**src/logic/apd_cfg.svh**
```systemverilog
// Timing and geometry constants for the page-mode DRAM controller.
// Assumes a 10 MHz system clock (100 ns period).
`ifndef APD_CFG_SVH
`define APD_CFG_SVH
// ----------------------------------------
// Clock and geometry
// ----------------------------------------
`define APD_CLK_NS 100
`define APD_ADDR_W 10
`define APD_DATA_W 16
`define APD_ROWS 1024
// ----------------------------------------
// Timing figures in their own units
// ----------------------------------------
`define APD_PWRUP_US 200
`define APD_REF_WIN_MS 16
`define APD_RAS_MIN_NS 60
`define APD_RP_MIN_NS 40
`define APD_PC_MIN_NS 25
`define APD_INIT_CYCLES 8
// ----------------------------------------
// Derived cycle counts
// ----------------------------------------
`define APD_PWRUP_CYC ((`APD_PWRUP_US * 1000 + `APD_CLK_NS - 1) / `APD_CLK_NS)
`define APD_REF_INT_CYC ((`APD_REF_WIN_MS * 1000000 / `APD_ROWS) / `APD_CLK_NS)
`define APD_RAS_CYC ((`APD_RAS_MIN_NS + `APD_CLK_NS - 1) / `APD_CLK_NS)
`define APD_RP_CYC ((`APD_RP_MIN_NS + `APD_CLK_NS - 1) / `APD_CLK_NS)
`define APD_PC_CYC ((`APD_PC_MIN_NS + `APD_CLK_NS - 1) / `APD_CLK_NS)
`endif

```
**src/logic/apd_pkg.sv**
```systemverilog
// Types shared by the page-mode DRAM controller.
// Assumes apd_cfg.svh supplies the numbers.
package apd_pkg;
  typedef enum logic [3:0] {
    APD_ST_PWRUP, APD_ST_IDLE, APD_ST_ROW, APD_ST_COL, APD_ST_COLHI,
    APD_ST_PRE, APD_ST_REF_CAS, APD_ST_REF_RAS, APD_ST_SELF
  } apd_state_e;
endpackage

```
**src/logic/apd_timer.sv**
```systemverilog
// Down counter used for power-up pause and refresh interval.
// Assumes a single synchronous clock domain.
`timescale 1ns/1ns
`default_nettype none
module apd_timer (
  input wire logic clk_i,
  input wire logic rst_i,
  input wire logic load_i,
  input wire logic [15:0] value_i,
  output logic done_o
);
  logic [15:0] cnt_reg;
  // ----------------------------------------
  // Counter
  // ----------------------------------------
  // Reload wins over counting so an interval never drifts
  always_ff @(posedge clk_i or posedge rst_i) begin
    if (rst_i) begin
      cnt_reg <= 16'h0000;
    end else if (load_i) begin
      cnt_reg <= value_i;
    end else if (cnt_reg != 16'h0000) begin
      cnt_reg <= cnt_reg - 16'h0001;
    end
  end
  assign done_o = (cnt_reg == 16'h0000);
endmodule
`default_nettype wire

```
**src/logic/apd_ctrl.sv**
```systemverilog
// Host-side controller for an asynchronous page-mode DRAM (1M x 16).
// Assumes a user port of single requests and the DRAM on its strobe pins.
// Functional notes
// - Row then column on shared address.
// - Respect row active and precharge minimums.
// - Write data valid before first strobe.
// - 1024 refreshes within every 16 ms.
// - Self refresh holds row strobe low.
// - Exit self refresh with row high time.
// - After self refresh, distributed refresh continues.
// - Space page column cycles by minimum.
// - Wait 200 us then eight wake-up cycles.
// - Repeat wake-up after refresh overrun.
`include "apd_cfg.svh"
`timescale 1ns/1ns
`default_nettype none
module apd_ctrl
  import apd_pkg::*;
#(
  parameter int PWRUP_CYC = `APD_PWRUP_CYC,
  parameter int REF_INT_CYC = `APD_REF_INT_CYC
) (
  input wire logic clk_i,
  input wire logic rst_i,
  input wire logic req_valid_i,
  input wire logic req_write_i,
  input wire logic [1:0] req_be_i,
  input wire logic [19:0] req_addr_i,
  input wire logic [15:0] req_wdata_i,
  input wire logic req_last_i,
  input wire logic self_req_i,
  output logic req_ready_o,
  output logic rsp_valid_o,
  output logic [15:0] rsp_rdata_o,
  output logic init_done_o,
  output logic self_active_o,
  output logic ras_n_o,
  output logic col_strobe_lo_n_o,
  output logic col_strobe_hi_n_o,
  output logic we_n_o,
  output logic oe_n_o,
  output logic [9:0] addr_o,
  output logic [15:0] dq_o,
  output logic [15:0] dq_oe_o,
  input wire logic [15:0] dq_i
);
  apd_state_e state_reg;
  logic [3:0] wait_reg;
  logic [3:0] init_cnt_reg;
  logic [9:0] open_row_reg;
  logic row_open_reg;
  logic ref_due_reg;
  logic ref_late_reg;
  logic wr_reg;
  logic [1:0] be_reg;
  logic timer_load;
  logic [15:0] timer_value;
  logic timer_done;
  logic page_hit;
  logic ref_req;

  // ----------------------------------------
  // Power-up pause and refresh interval timer
  // ----------------------------------------
  // One timer serves both: power-up first, then the refresh tick
  assign timer_load = timer_done;
  assign timer_value = 16'(REF_INT_CYC - 1);
  apd_timer u_timer (
    .clk_i(clk_i),
    .rst_i(rst_i),
    .load_i(timer_load | (state_reg == APD_ST_PWRUP && wait_reg == 4'h0 && init_cnt_reg == 4'hf)),
    .value_i((state_reg == APD_ST_PWRUP && init_cnt_reg == 4'hf) ? 16'(PWRUP_CYC - 1) : timer_value),
    .done_o(timer_done)
  );

  assign page_hit = row_open_reg && (req_addr_i[19:10] == open_row_reg);
  assign ref_req = ref_due_reg | ~init_done_o;

  // ----------------------------------------
  // Refresh bookkeeping
  // ----------------------------------------
  // A tick while one is pending, outside self refresh, means the window was overrun
  always_ff @(posedge clk_i or posedge rst_i) begin
    if (rst_i) begin
      ref_due_reg <= 1'b0;
      ref_late_reg <= 1'b0;
    end else begin
      // The flag is spent once idle has seen it; a later set still wins
      if (state_reg == APD_ST_IDLE && wait_reg == 4'h0) begin
        ref_late_reg <= 1'b0;
      end
      if (init_done_o && timer_done && state_reg != APD_ST_PWRUP) begin
        ref_due_reg <= 1'b1;
        if (ref_due_reg && state_reg != APD_ST_SELF) begin
          ref_late_reg <= 1'b1;
        end
      end else if (state_reg == APD_ST_REF_RAS && wait_reg == 4'h0) begin
        ref_due_reg <= 1'b0;
      end
      if (state_reg == APD_ST_PWRUP) begin
        ref_late_reg <= 1'b0;
      end
    end
  end

  // ----------------------------------------
  // Main sequencer
  // ----------------------------------------
  // Refresh is only taken with the row closed, so no hidden refresh
  always_ff @(posedge clk_i or posedge rst_i) begin
    if (rst_i) begin
      state_reg <= APD_ST_PWRUP;
      wait_reg <= 4'h0;
      init_cnt_reg <= 4'hf;
      init_done_o <= 1'b0;
      open_row_reg <= 10'h000;
      row_open_reg <= 1'b0;
      wr_reg <= 1'b0;
      be_reg <= 2'b00;
      ras_n_o <= 1'b1;
      col_strobe_lo_n_o <= 1'b1;
      col_strobe_hi_n_o <= 1'b1;
      we_n_o <= 1'b1;
      oe_n_o <= 1'b1;
      addr_o <= 10'h000;
      dq_o <= 16'h0000;
      dq_oe_o <= 16'h0000;
      req_ready_o <= 1'b0;
      rsp_valid_o <= 1'b0;
      rsp_rdata_o <= 16'h0000;
      self_active_o <= 1'b0;
    end else begin
      req_ready_o <= 1'b0;
      rsp_valid_o <= 1'b0;
      if (wait_reg != 4'h0) begin
        wait_reg <= wait_reg - 4'h1;
      end
      unique case (state_reg)
        APD_ST_PWRUP: begin
          // First cycle loads the pause; then wait for it to drain
          if (init_cnt_reg == 4'hf) begin
            init_cnt_reg <= 4'(`APD_INIT_CYCLES);
          end else if (timer_done) begin
            state_reg <= APD_ST_IDLE;
          end
        end
        APD_ST_IDLE: begin
          if (wait_reg == 4'h0) begin
            if (ref_late_reg) begin
              init_done_o <= 1'b0;
              init_cnt_reg <= 4'(`APD_INIT_CYCLES);
            end
            if (ref_req || ref_late_reg) begin
              col_strobe_lo_n_o <= 1'b0;
              col_strobe_hi_n_o <= 1'b0;
              dq_oe_o <= 16'h0000;
              state_reg <= APD_ST_REF_CAS;
            end else if (self_req_i) begin
              col_strobe_lo_n_o <= 1'b0;
              col_strobe_hi_n_o <= 1'b0;
              self_active_o <= 1'b1;
              state_reg <= APD_ST_REF_CAS;
            end else if (req_valid_i) begin
              addr_o <= req_addr_i[19:10];
              open_row_reg <= req_addr_i[19:10];
              ras_n_o <= 1'b0;
              wait_reg <= 4'(`APD_RAS_CYC);
              state_reg <= APD_ST_ROW;
            end
          end
        end
        APD_ST_ROW: begin
          // Column address goes out the cycle before its strobe falls
          row_open_reg <= 1'b1;
          addr_o <= req_addr_i[9:0];
          wr_reg <= req_write_i;
          be_reg <= req_be_i;
          we_n_o <= ~req_write_i;
          dq_o <= req_wdata_i;
          dq_oe_o <= req_write_i ? {{8{req_be_i[1]}}, {8{req_be_i[0]}}} : 16'h0000;
          oe_n_o <= req_write_i;
          state_reg <= APD_ST_COL;
        end
        APD_ST_COL: begin
          col_strobe_lo_n_o <= ~be_reg[0];
          col_strobe_hi_n_o <= ~be_reg[1];
          req_ready_o <= 1'b1;
          state_reg <= APD_ST_COLHI;
        end
        APD_ST_COLHI: begin
          // Sample read data one full cycle after the strobe fell
          if (!wr_reg && req_ready_o) begin // First column-high cycle only
            rsp_rdata_o <= dq_i;
            rsp_valid_o <= 1'b1;
          end
          col_strobe_lo_n_o <= 1'b1;
          col_strobe_hi_n_o <= 1'b1;
          we_n_o <= 1'b1;
          dq_oe_o <= 16'h0000;
          if (req_valid_i && !req_last_i && page_hit && !ref_req && !req_ready_o) begin
            state_reg <= APD_ST_ROW;
          end else if (wait_reg == 4'h0 && !req_ready_o) begin
            state_reg <= APD_ST_PRE;
          end
        end
        APD_ST_PRE: begin
          ras_n_o <= 1'b1;
          oe_n_o <= 1'b1;
          row_open_reg <= 1'b0;
          wait_reg <= 4'(`APD_RP_CYC);
          state_reg <= APD_ST_IDLE;
        end
        APD_ST_REF_CAS: begin
          ras_n_o <= 1'b0;
          wait_reg <= 4'(`APD_RAS_CYC);
          state_reg <= self_active_o ? APD_ST_SELF : APD_ST_REF_RAS;
        end
        APD_ST_REF_RAS: begin
          if (wait_reg == 4'h0) begin
            ras_n_o <= 1'b1;
            col_strobe_lo_n_o <= 1'b1;
            col_strobe_hi_n_o <= 1'b1;
            wait_reg <= 4'(`APD_RP_CYC);
            if (!init_done_o) begin
              if (init_cnt_reg == 4'h1) begin
                init_done_o <= 1'b1;
              end
              init_cnt_reg <= init_cnt_reg - 4'h1;
            end
            state_reg <= APD_ST_IDLE;
          end
        end
        APD_ST_SELF: begin
          // Leaving: row high for the precharge time lets internal work end
          if (!self_req_i && wait_reg == 4'h0) begin
            ras_n_o <= 1'b1;
            col_strobe_lo_n_o <= 1'b1;
            col_strobe_hi_n_o <= 1'b1;
            self_active_o <= 1'b0;
            wait_reg <= 4'(`APD_RP_CYC);
            state_reg <= APD_ST_IDLE;
          end
        end
        default: begin
          state_reg <= APD_ST_IDLE;
        end
      endcase
    end
  end
endmodule
`default_nettype wire

```
**config.mk**
```make
export PLATFORM = sky130hd
export DESIGN_NAME = apd_ctrl
export DESIGN_NICKNAME = d
export VERILOG_FILES = /design/src/logic/apd_pkg.sv /design/src/logic/apd_timer.sv /design/src/logic/apd_ctrl.sv
export VERILOG_INCLUDE_DIRS = /design/src /design/src/logic
export SDC_FILE = /design/constraint.sdc
export NUM_CORES = 1
export LEC_CHECK = 0
export ABC_AREA = 1
export BUFFER_PORTS_ARGS = -buffer_cell sky130_fd_sc_hd__buf_2
export CORE_MARGIN = 3
export CORE_UTILIZATION = 28
export CTS_CLUSTER_SIZE = 16
export DETAILED_ROUTE_END_ITERATION = 6
export GPL_TIMING_DRIVEN = 1
export PLACE_DENSITY = 0.52
export SLEW_MARGIN = 20
export SYNTH_ARGS = -nofsm -noshare
export SYNTH_HDL_FRONTEND = slang
export SYNTH_SLANG_ARGS = --single-unit
```
**constraint.sdc**
```tcl
create_clock -name clk_i -period 6.35 [get_ports clk_i]
set_input_delay 0.635 -clock clk_i [delete_from_list [all_inputs] [get_ports clk_i]]
set_output_delay 0.635 -clock clk_i [all_outputs]
set_load 0.005 [all_outputs]
```
**Yosys cells after proc, flatten, opt, wreduce, memory -nomap -nowiden**

Cells that the tools add are included.

- Add/subtract/negate cells: 3
- Multipliers: 0
- Equality and inequality tests: 28
- Multiplexer cells: 73
- Reductions and logical operators: 50
- Divide/modulo/power cells: 0
- Bitwise logic cells: 8
- $lt $le $gt $ge: 0
- Shift-type cells: 0

Operators by type and width:

| cell | count |
|---|---|
| 2-to-1 mux 4 bit | 23 |
| 2-to-1 mux 16 bit | 5 |
| case mux 16 bit (3 select lines) | 1 |
| 2-to-1 mux 10 bit | 4 |
| case mux 4 bit (8 select lines) | 1 |
| 2-to-1 mux 1 bit | 27 |
| case mux 10 bit (2 select lines) | 1 |
| AND reduction 5 bit | 4 |
| inequality test 2 bit, second input constant | 9 |
| == test 4 x 3 -> 1 bit, second input constant | 4 |
| logical AND 1 bit | 16 |
| logical NOT 16 bit | 1 |
| case mux 4 bit (4 select lines) | 1 |
| nonzero test 16 bit | 1 |
| subtractor 16 x 1 -> 16 bit, second input constant | 1 |
| case mux 1 bit (5 select lines) | 3 |
| AND reduction 7 bit | 2 |
| nonzero test 2 bit | 7 |
| case mux 4 bit (3 select lines) | 1 |
| 2-to-1 mux 11 bit | 1 |
| == test 10 bit | 1 |
| case mux 1 bit (2 select lines) | 5 |
| nonzero test 5 bit | 2 |
| == test 4 x 1 -> 1 bit, second input constant | 2 |
| other kinds (20) | 39 |

- Bits in writable memories: 0
- Bits in latches: 0
- Memories kept: 0
- Register bits: 111
- ROM bits: 0
- Logic and storage cells: 185

**Longest topological paths before layout**

Gate-level depths: netlist of the first run.

- Depth in word-level cells: 7
- Gate-level depth with buffers: 14
- Mapped depth without buffers: 14

**Modules after synthesis**

A second synthesis of the first run with hierarchy kept.

- Cells, all modules: 675
- Area, all modules: 5154.9 um2

By module, submodules not included:

| module | times used | area each (um2) | seq. area each (um2) | cells each |
|---|---|---|---|---|
| apd_ctrl | 1 | 4033.9 | 2038.2 | 514 |
| apd_timer | 1 | 1121.1 | 400.4 | 161 |

**Worst setup path before layout of the first run**

No wires, ideal clock.

- Path kind: in2reg
- Start point: in req_valid_i
- End point: reg addr_o[0]
- Setup slack: 4.628 ns
- Arrival time: 1.640 ns
- Data required time: 6.268 ns
- Cell stages on the path: 9
- Cell sequence: inv_1 -> nor2_1 -> inv_1 -> nor3_1 -> nand2_4 -> nand2_1 -> buf_4 -> nor2_1 -> a31oi_1

- Cells in the longest elaborated chain, start to end: 2

RTL lines:

| what | RTL line | text |
|---|---|---|
| start: declaration | apd_ctrl.sv:25 | `input wire logic req_valid_i,` |
| inequality test 2 bit (no source line) | -- |  |
| AND reduction 5 bit (no source line) | -- |  |
| end signal: assignment | apd_ctrl.sv:164 | `addr_o <= req_addr_i[19:10];` |
| end signal: assignment | apd_ctrl.sv:175 | `addr_o <= req_addr_i[9:0];` |
| end: declaration | apd_ctrl.sv:42 | `output logic [9:0] addr_o,` |

Every way passes these cells.
A chain may end at the register's enable or synchronous reset.

**Final worst setup path of the first run**

- Start point: reg wait_reg[0]
- End point: reg addr_o[6]

- Cells in the longest elaborated chain, start to end: 3

RTL lines:

| what | RTL line | text |
|---|---|---|
| start: declaration | apd_ctrl.sv:48 | `logic [3:0] wait_reg;` |
| start signal: assignment | apd_ctrl.sv:136 | `wait_reg <= wait_reg - 4'h1;` |
| start signal: assignment | apd_ctrl.sv:167 | `` wait_reg <= 4'(`APD_RAS_CYC); `` |
| start signal: assignment | apd_ctrl.sv:210 | `` wait_reg <= 4'(`APD_RP_CYC); `` |
| logical NOT 4 bit | apd_ctrl.sv:148 | `if (wait_reg == 4'h0) begin` |
| inequality test 2 x 1 -> 1 bit (no source line) | -- |  |
| AND reduction 5 bit (no source line) | -- |  |

Every way passes these cells.

==> flow_summary.toml, run 1 <==
[route]
wire_per_inst_um = 12.5
routed_wl_um = 12200
first_pass_iters = 4
drt-vias-per-instance = 4.27
drc = 0
ant_nets = 0
vias = 4171
drt-initial-drc-count = 195

[clocking]
cts_hold_buf = 0
clock_latency_ns = 0.35
cts_max_path_buffers = 2
clkTransAtPathRegs_ns = 0.07
cts_sinks = 97
h-tree-depth = 3
cts_tree = "yes"
post_cts_buffers = 0
ctsResizeCount = 0
cts_made_buffers = 9
root_buffer = "clkbuf_16"

[setup_path]
cp.arrival_ns = 2.51
required_ns = 6.63
cpMostUsedCell = "nand2_1"
cp_max_fo = 20
criticalPathCategory = "reg -> reg"
crit_path_end_kind = "register"
path_cells = "inv_1, ha_1, nand2_1, inv_2, nand2_1, inv_2, nand2_1, inv_2, nand2_4, nand2_1, nor2_1, a31oi_1"
critPathLaunchType = "register"
cp_slowest_cell = "nand2_1"
max_stage_delay_ns = 0.49

[power]
p_leak_nw = 3.11
power.density_nw_per_um2 = 203
ir_worst_vdd_v = 0.000103

[sta]
slew_headroom_pct = 42.8
whs_ns = 0.275
fin_crit_ns = 2.24
period_share_pct = 35.2
skew_ns = 0.00920
fmax_ghz = 0.447
finalHoldViolations = 0
setup_viol = 0
worst_pin_slew_ns = 0.858
rsz0062_at_grt = "false"
tns_ns = 0
slew_violations = 0

[grt]
grt.total_usage_pct = 13.0
grt_pass1_vias = 4143
grt_max_degree = 69
antenna_found_initial = 0
grt_pass1_wl_um = 20800
grt_overflow = 0

[placement]
io_buffers = 126
dpl.hpwl_um = 9100
placedInstanceArea_sq_um = 5670
gp_congestion = 0.877
dp.cells = 960

[final_layout]
layout_common_cells = "232 x nand2_1, 126 x buf_2, 88 x dfrtp_1, 71 x nor2_1, 63 x inv_1"
num_antenna_cells = 0
fin_area_sq_um = 5970
final_core_util_pct = 35.4
final_cells = 976
layout_commonest_cell = "nand2_1"
post_route_cells_drive_above_1_share_pct = 24.2
nets = 817
area_growth_pct = 21.2

[run_status]
outcome = "complete, no violations"

[logic_synthesis]
synthArstFlopShare_pct = 100
synth_edf_count = 0
synth_area_leaders = "dfrtp_1 45%, nand2_1 18%, nor2_1 5.4%"
synth_nets = 704
avgSynthCellArea_sq_um = 7.72
yosysUniqueCellTypes = 35
synth_area_sq_um = 4930
synth_ff_type = "dfrtp_1"
seq_area_frac_synth_pct = 49.5
yosys_warnings = 0
synth-seq-cells = 97
synth_top_area_share_pct = 44.7
syn_inst = 638
synth_top_area_cell = "dfrtp_1"

[floorplan]
fp.dieH_um = 139
row_count = 47
die_w_um = 139
coreArea_sq_um = 16900
pin_count = 127
initial_core_util_pct = 29.2
die_area_sq_um = 19200

[run]
cap_violations = 0

[min_path]
hold_class = "in -> async"
==> logic make-up after synthesis <==
family / after synthesis / share of synthesized area, %
simple gates: 358 / 30.7
buf+inv: 104 / 9.60
flops: 97 / 49.5
compound gates: 64 / 7.01
xor+xnor: 8 / 1.42
fa+ha+maj: 6 / 1.52
mux: 1 / 0.229
==> cell usage after synthesis, types with 4 or more instances <==
cell,instances
dfrtp_1,88
inv_1,64
clkbuf_1,4
nor2_4,4
buf_2,4
nor2_1,71
inv_2,13
xor2_1,5
a21oi_1,9
a31oi_1,13
ha_1,6
o21ai_0,30
nand4_1,5
nand2_1,232
dfstp_2,9
buf_4,16
nand3_1,23
o21ai_1,9
nor3_1,7
==> power breakdown <==
part	internal, mW	switching [mW]	total [mW]
clock	0.317	0.234	0.551
sequential	0.618	0	0.618
combinational	0.0165	0.0256	0.0421
==> critical path, delay by kind of cell (launching register included) <==
family,cells,cell delay (ns)
adder cells (fa/ha/maj),1,0.20
buffers and inverters,4,0.42
AO/OA/AOI/OAI,1,0.16
flip-flops,1,0.40
AND/OR/NAND/NOR,6,0.98
==> final cells by class <==
type / count / area (sq um)
inverters: 78 / 298
multi-input cells: 437 / 2020
clock inverters: 4 / 51.3
repair buffers: 128 / 646
clock buffers: 12 / 246
flip-flops and latches: 97 / 2440
fillers: 1808 / 10900
well taps: 220 / 275
==> path summary, 6_finish.rpt <==
path / startpoint / end / slack [ns] / cells past startpoint
min in group clk_i: ras_n_o / ras_n_o / 0.47 / 2
max reg2reg: wait_reg[0] / addr_o[6] / 4.11 / 12
max in group asynchronous: rst_i / ref_late_reg / 4.89 / 3
max: wait_reg[0] / addr_o[6] / 4.11 / 12
min reg2reg: ras_n_o / ras_n_o / 0.47 / 2
min: rst_i / rsp_rdata_o[4] / 0.27 / 2
==> layer usage <==
metal | part of all wire [%] | track usage (%) | vias up | wire length [um]
met4 | 1.4 | 3.24 | 0 | 168
met5 | 0 | 0 | - | 0
li1 | - | - | 2192 | -
met2 | 47 | 21.0 | 101 | 5670
met3 | 6.5 | 4.66 | 12 | 790
met1 | 46 | 16.7 | 1866 | 5550
==> metrics by stage <==
step,setup slack [ns],power (mW)
after floorplan,3.20,0.646
after global placement,4.06,0.674
after detailed placement,3.96,0.673
after CTS,4.11,1.24
after global routing,3.74,1.27
final,4.11,1.21
No activity file was read; power rests on OpenSTA's default activity.
==> run 2, diff against run 1 <==
clock period = 2.28 ns   (was 6.35 ns; I/O delays follow)
==> flow_summary.toml, run 2 (synthesis results as in run 1) <==
[run_status]
outcome = "complete, no violations"

[route]
drt-vias-per-instance = 4.26
drt-initial-drc-count = 210
routed_wl_um = 12200
ant_nets = 0
first_pass_iters = 4
wire_per_inst_um = 12.4
vias = 4187
drc = 0

[clocking]
clock_latency_ns = 0.35
root_buffer = "clkbuf_16"
cts_max_path_buffers = 2
clkTransAtPathRegs_ns = 0.07
h-tree-depth = 3
cts_tree = "yes"
cts_made_buffers = 9
cts_sinks = 97

[grt]
grt_pass1_wl_um = 20600
grt.total_usage_pct = 12.9
antenna_found_initial = 0
grt_overflow = 0
grt_pass1_vias = 4155
grt_max_degree = 52

[sta]
slew_violations = 0
tns_ns = 0
fmax_ghz = 0.501
whs_ns = 0.0725
rsz0062_at_grt = "false"
period_share_pct = 87.6
fin_crit_ns = 2.00
skew_ns = 0.00592
worst_pin_slew_ns = 0.666
slew_headroom_pct = 55.6
setup_viol = 0
finalHoldViolations = 0

[floorplan]
row_count = 47
die_w_um = 139
coreArea_sq_um = 16900
fp.dieH_um = 139
die_area_sq_um = 19200
pin_count = 127
initial_core_util_pct = 29.2

[final_layout]
fin_area_sq_um = 6060
nets = 825
fill_cells = 1789
layout_commonest_cell = "nand2_1"
layout_common_cells = "232 x nand2_1, 126 x buf_2, 88 x dfrtp_1, 71 x nor2_1, 63 x inv_1"
area_growth_pct = 23.0
final_cells = 984
multiInputGateArea_sq_um = 2020
register_area_sq_um = 2440
num_antenna_cells = 0
post_route_cells_drive_above_1_share_pct = 25.0

[setup_path]
cp-endpoint = "addr_o[8]"
reg2regPathDepth = 13
worst_path_dominant_cell_family = "buffers and inverters"
crit_path_end_kind = "register"
r2r_end = "addr_o[8]"
path_cells = "inv_1, ha_1, nand2_1, inv_2, nand2_1, inv_2, nand2_1, inv_2, nand2_4, nand2_1, buf_6, nor2_1, a31oi_1"
criticalPathCategory = "reg -> reg"
critPathLaunchType = "register"
reg2reg_from = "wait_reg[0]"
timing.critical_path.from = "wait_reg[0]"
required_ns = 2.54
reg2reg_slack_ns = 0.28
critPathBufInv = 5
cp.arrival_ns = 2.26
cpMostUsedCell = "nand2_1"
cp_max_fo = 20
cp_slowest_cell = "dfrtp_1"
path_depth = 13
max_stage_delay_ns = 0.40

[power]
power.density_nw_per_um2 = 573
swShare_pct = 20.6
p_sw_mw = 0.716
power.internal_mw = 2.76
ir_worst_vdd_v = 0.000443
combPwrFrac_pct = 3.5
p_leak_nw = 3.16
clkPwrFrac_pct = 47.0
p_seq_share_pct = 49.5

[placement]
gp_congestion = 0.824
dpl.hpwl_um = 9290
placedInstanceArea_sq_um = 5730
io_buffers = 126
dp.cells = 967

[min_path]
hold_class = "in -> reg"

[run]
cap_violations = 0
==> run 2: changes by cell type in the layout (fill, tap and decap cells not counted), sizes merged <==
| cell | change |
|---|---|
| buf | +7 |
| dlygate4sd3 | +1 |
| inv | -2 |
| clkinv | +2 |
| bufinv | +1 |
| clkbuf | -1 |
==> run 2: stage by stage <==
step	util (%)	power [mW]	setup slack [ns]
2_1_floorplan	-	1.80	0.626
3_3_place_gp	33.9	1.88	0.363
3_5_place_dp	33.9	1.88	0.247
4_1_cts	35.9	3.54	0.250
5_1_grt	35.9	3.62	0.0327
6_report	35.9	3.48	0.283
==> run 2: area by class of cell <==
type / instances / share of cell area (%)
clock inverters: 5 / 1.30
well taps: 220 / 4.54
repair buffers: 136 / 11.7
flip-flops and latches: 97 / 40.2
inverters: 78 / 4.93
clock buffers: 11 / 4.00
multi-input cells: 437 / 33.3
==> run 2: worst min-delay path by stage <==
stage | slack, ns | from | cells past startpoint | endpoint
2_1_floorplan | 0.34 | req_wdata_i[0] | 2 | dq_o[0]
3_3_place_gp | 0.13 | rst_i | 2 | open_row_reg[6]
3_5_place_dp | 0.13 | rst_i | 2 | open_row_reg[6]
4_1_cts | 0.06 | req_wdata_i[3] | 3 | dq_o[3]
5_1_grt | 0.07 | req_wdata_i[14] | 3 | dq_o[14]
6_report | 0.07 | req_wdata_i[8] | 3 | dq_o[8]
==> run 2: worst register-to-register path: stages (launching register included) <==
cell and delay, ns:
dfrtp_1 0.40, inv_1 0.08, ha_1 0.19, nand2_1 0.07
inv_2 0.06, nand2_1 0.13, inv_2 0.16, nand2_1 0.08
inv_2 0.11, nand2_4 0.13, nand2_1 0.12, buf_6 0.18
nor2_1 0.06, a31oi_1 0.15
==> run 2: power by group through the flow <==
| stage | sequential [mW] | clock (mW) | combinational, mW |
|---|---|---|---|
| finish | 1.72 | 1.63 | 0.121 |
| global placement | 1.75 | 0 | 0.126 |
| CTS | 1.72 | 1.69 | 0.126 |
| floorplan | 1.75 | 0 | 0.0462 |
| detailed placement | 1.75 | 0 | 0.125 |
| global route | 1.72 | 1.76 | 0.142 |
==> run 2: layer usage <==
metal / global-route usage [%] / vias to the layer above / wire length (um)
met5: 0 / - / 0
met4: 3.81 / 0 / 180
met3: 3.52 / 17 / 700
met2: 20.9 / 107 / 5520
met1: 17.0 / 1852 / 5760
li1: - / 2211 / -
==> run 2: timing repair <==
action                                 CTS  global route
setup endpoints to repair                0             5
hold buffers                             1             0
buffers inserted                         0             0
endpoints found under the hold margin    3             0
gates resized for setup                  0             1
==> run 3, diff against run 2 <==
clock period = 2 ns   (was 2.28 ns; I/O delays follow)
==> flow_summary.toml, run 3 (synthesis results as in run 1) <==
[placement]
io_buffers = 126
placedInstanceArea_sq_um = 5810
gp_congestion = 0.846
dpl.hpwl_um = 9400

[grt]
grt.total_usage_pct = 12.9
grt_max_degree = 38
grt_overflow = 0
grt_pass1_wl_um = 20400
grt_pass1_vias = 4142
antenna_found_initial = 0

[sta]
tns_ns = 0
fmax_ghz = 0.556
slew_violations = 0
rsz0062_at_grt = "false"
finalHoldViolations = 0
skew_ns = 0.00973
worst_pin_slew_ns = 0.512
fin_crit_ns = 1.80
setup_viol = 0
slew_headroom_pct = 65.6
period_share_pct = 89.9

[setup_path]
max_stage_delay_ns = 0.40
worst_path_dominant_cell_family = "simple AND/OR/NAND/NOR gates"
cp_max_fo = 8
path_cells = "inv_1, ha_2, nand2_1, inv_2, nand2_4, nand2_2, nand2_1, inv_2, nand2_1, nor3_4, o21ai_1, o21ai_1"
criticalPathCategory = "reg -> reg"
crit_path_end_kind = "register"
critPathBufInv = 3
cp.arrival_ns = 2.08
required_ns = 2.29
cpMostUsedCell = "nand2_1"
critPathLaunchType = "register"
cp_slowest_cell = "dfrtp_1"

[power]
ir_worst_vdd_v = 0.000397
power.density_nw_per_um2 = 632
p_leak_nw = 3.21

[route]
routed_wl_um = 12100
vias = 4204
drt-vias-per-instance = 4.23
ant_nets = 0
wire_per_inst_um = 12.1
drc = 0
first_pass_iters = 4
drt-initial-drc-count = 185

[floorplan]
row_count = 47
fp.dieH_um = 139
die_area_sq_um = 19200
initial_core_util_pct = 29.2
pin_count = 127
coreArea_sq_um = 16900
die_w_um = 139

[clocking]
clock_latency_ns = 0.35
cts_sinks = 97
clkTransAtPathRegs_ns = 0.07
cts_max_path_buffers = 2
h-tree-depth = 3
cts_tree = "yes"
cts_made_buffers = 9
root_buffer = "clkbuf_16"

[final_layout]
post_route_cells_drive_above_1_share_pct = 27.1
layout_commonest_cell = "nand2_1"
num_antenna_cells = 0
layout_common_cells = "226 x nand2_1, 126 x buf_2, 88 x dfrtp_1, 71 x nor2_1, 63 x inv_1"
fin_area_sq_um = 6190
area_growth_pct = 25.6
nets = 836

[run]
cap_violations = 0

[run_status]
outcome = "complete, no violations"

[min_path]
hold_class = "in -> reg"
run 3: worst paths after layout:
kind | startpoint | to | slack, ns | cells past startpoint
setup reg to reg | wait_reg[0] | init_cnt_reg[3] | 0.20 | 12
max in group asynchronous | rst_i | init_cnt_reg[2] | 0.97 | 4
hold / removal | req_wdata_i[7] | dq_o[7] | 0.04 | 3
hold reg to reg | u_timer.cnt_reg[0] | u_timer.cnt_reg[0] | 0.47 | 1
min in group asynchronous | rst_i | open_row_reg[4] | 0.37 | 3
setup / recovery | wait_reg[0] | init_cnt_reg[3] | 0.20 | 12
run 3: metrics by stage:
| stage | hold slack [ns] | instances | power (mW) | setup WS (ns) | utilization (%) |
|---|---|---|---|---|---|
| 2_1_floorplan | 0.310 | 638 | 2.05 | 0.346 | - |
| 3_3_place_gp | 0.215 | 973 | 2.15 | 0.134 | 34.4 |
| 3_5_place_dp | 0.219 | 973 | 2.15 | 0.0621 | 34.4 |
| 4_1_cts | 0.0222 | 990 | 3.99 | 0.0652 | 36.3 |
| 5_1_grt | 0.0323 | 995 | 4.09 | 0.0229 | 36.7 |
| 6_report | 0.0392 | 995 | 3.91 | 0.202 | 36.7 |
run 3: what timing repair did:
item                       in CTS  in global routing
setup endpoints to repair       0                 27
hold buffers                    1                  0
resized for setup               0                  8
buffers inserted                0                  5
hold endpoints to repair       12                  0
run 3: layout make-up:
type                            instances  area, sq um
Timing Repair Buffer                  147          828
Clock inverter                          7         86.3
Clock buffer                            9          225
Tap cell                              220          275
Multi-Input combinational cell        437         2040
Sequential cell                        97         2440
Inverter                               78          299
Fill cell                            1800        10700
run 3: worst register-to-register path: stages (launching register included):
cell	delay, ns
dfrtp_1	0.40
inv_1	0.09
ha_2	0.19
nand2_1	0.07
inv_2	0.08
nand2_4	0.08
nand2_2	0.08
nand2_1	0.09
inv_2	0.07
nand2_1	0.08
nor3_4	0.31
o21ai_1	0.13
o21ai_1	0.09
run 3: where the power goes:
group | internal [mW] | total (mW) | switching [mW]
sequential | 1.96 | 1.96 | 0
clock | 0.998 | 1.81 | 0.809
combinational | 0.0614 | 0.146 | 0.0846
total | 3.02 | 3.91 | 0.893
run 3: per-layer routing:
layer  part of all wire (%)  global-route usage, %
met1                     47                   17.5
met2                     46                   20.2
met3                    6.5                   4.28
met4                   0.80                   2.83
met5                      0                      0
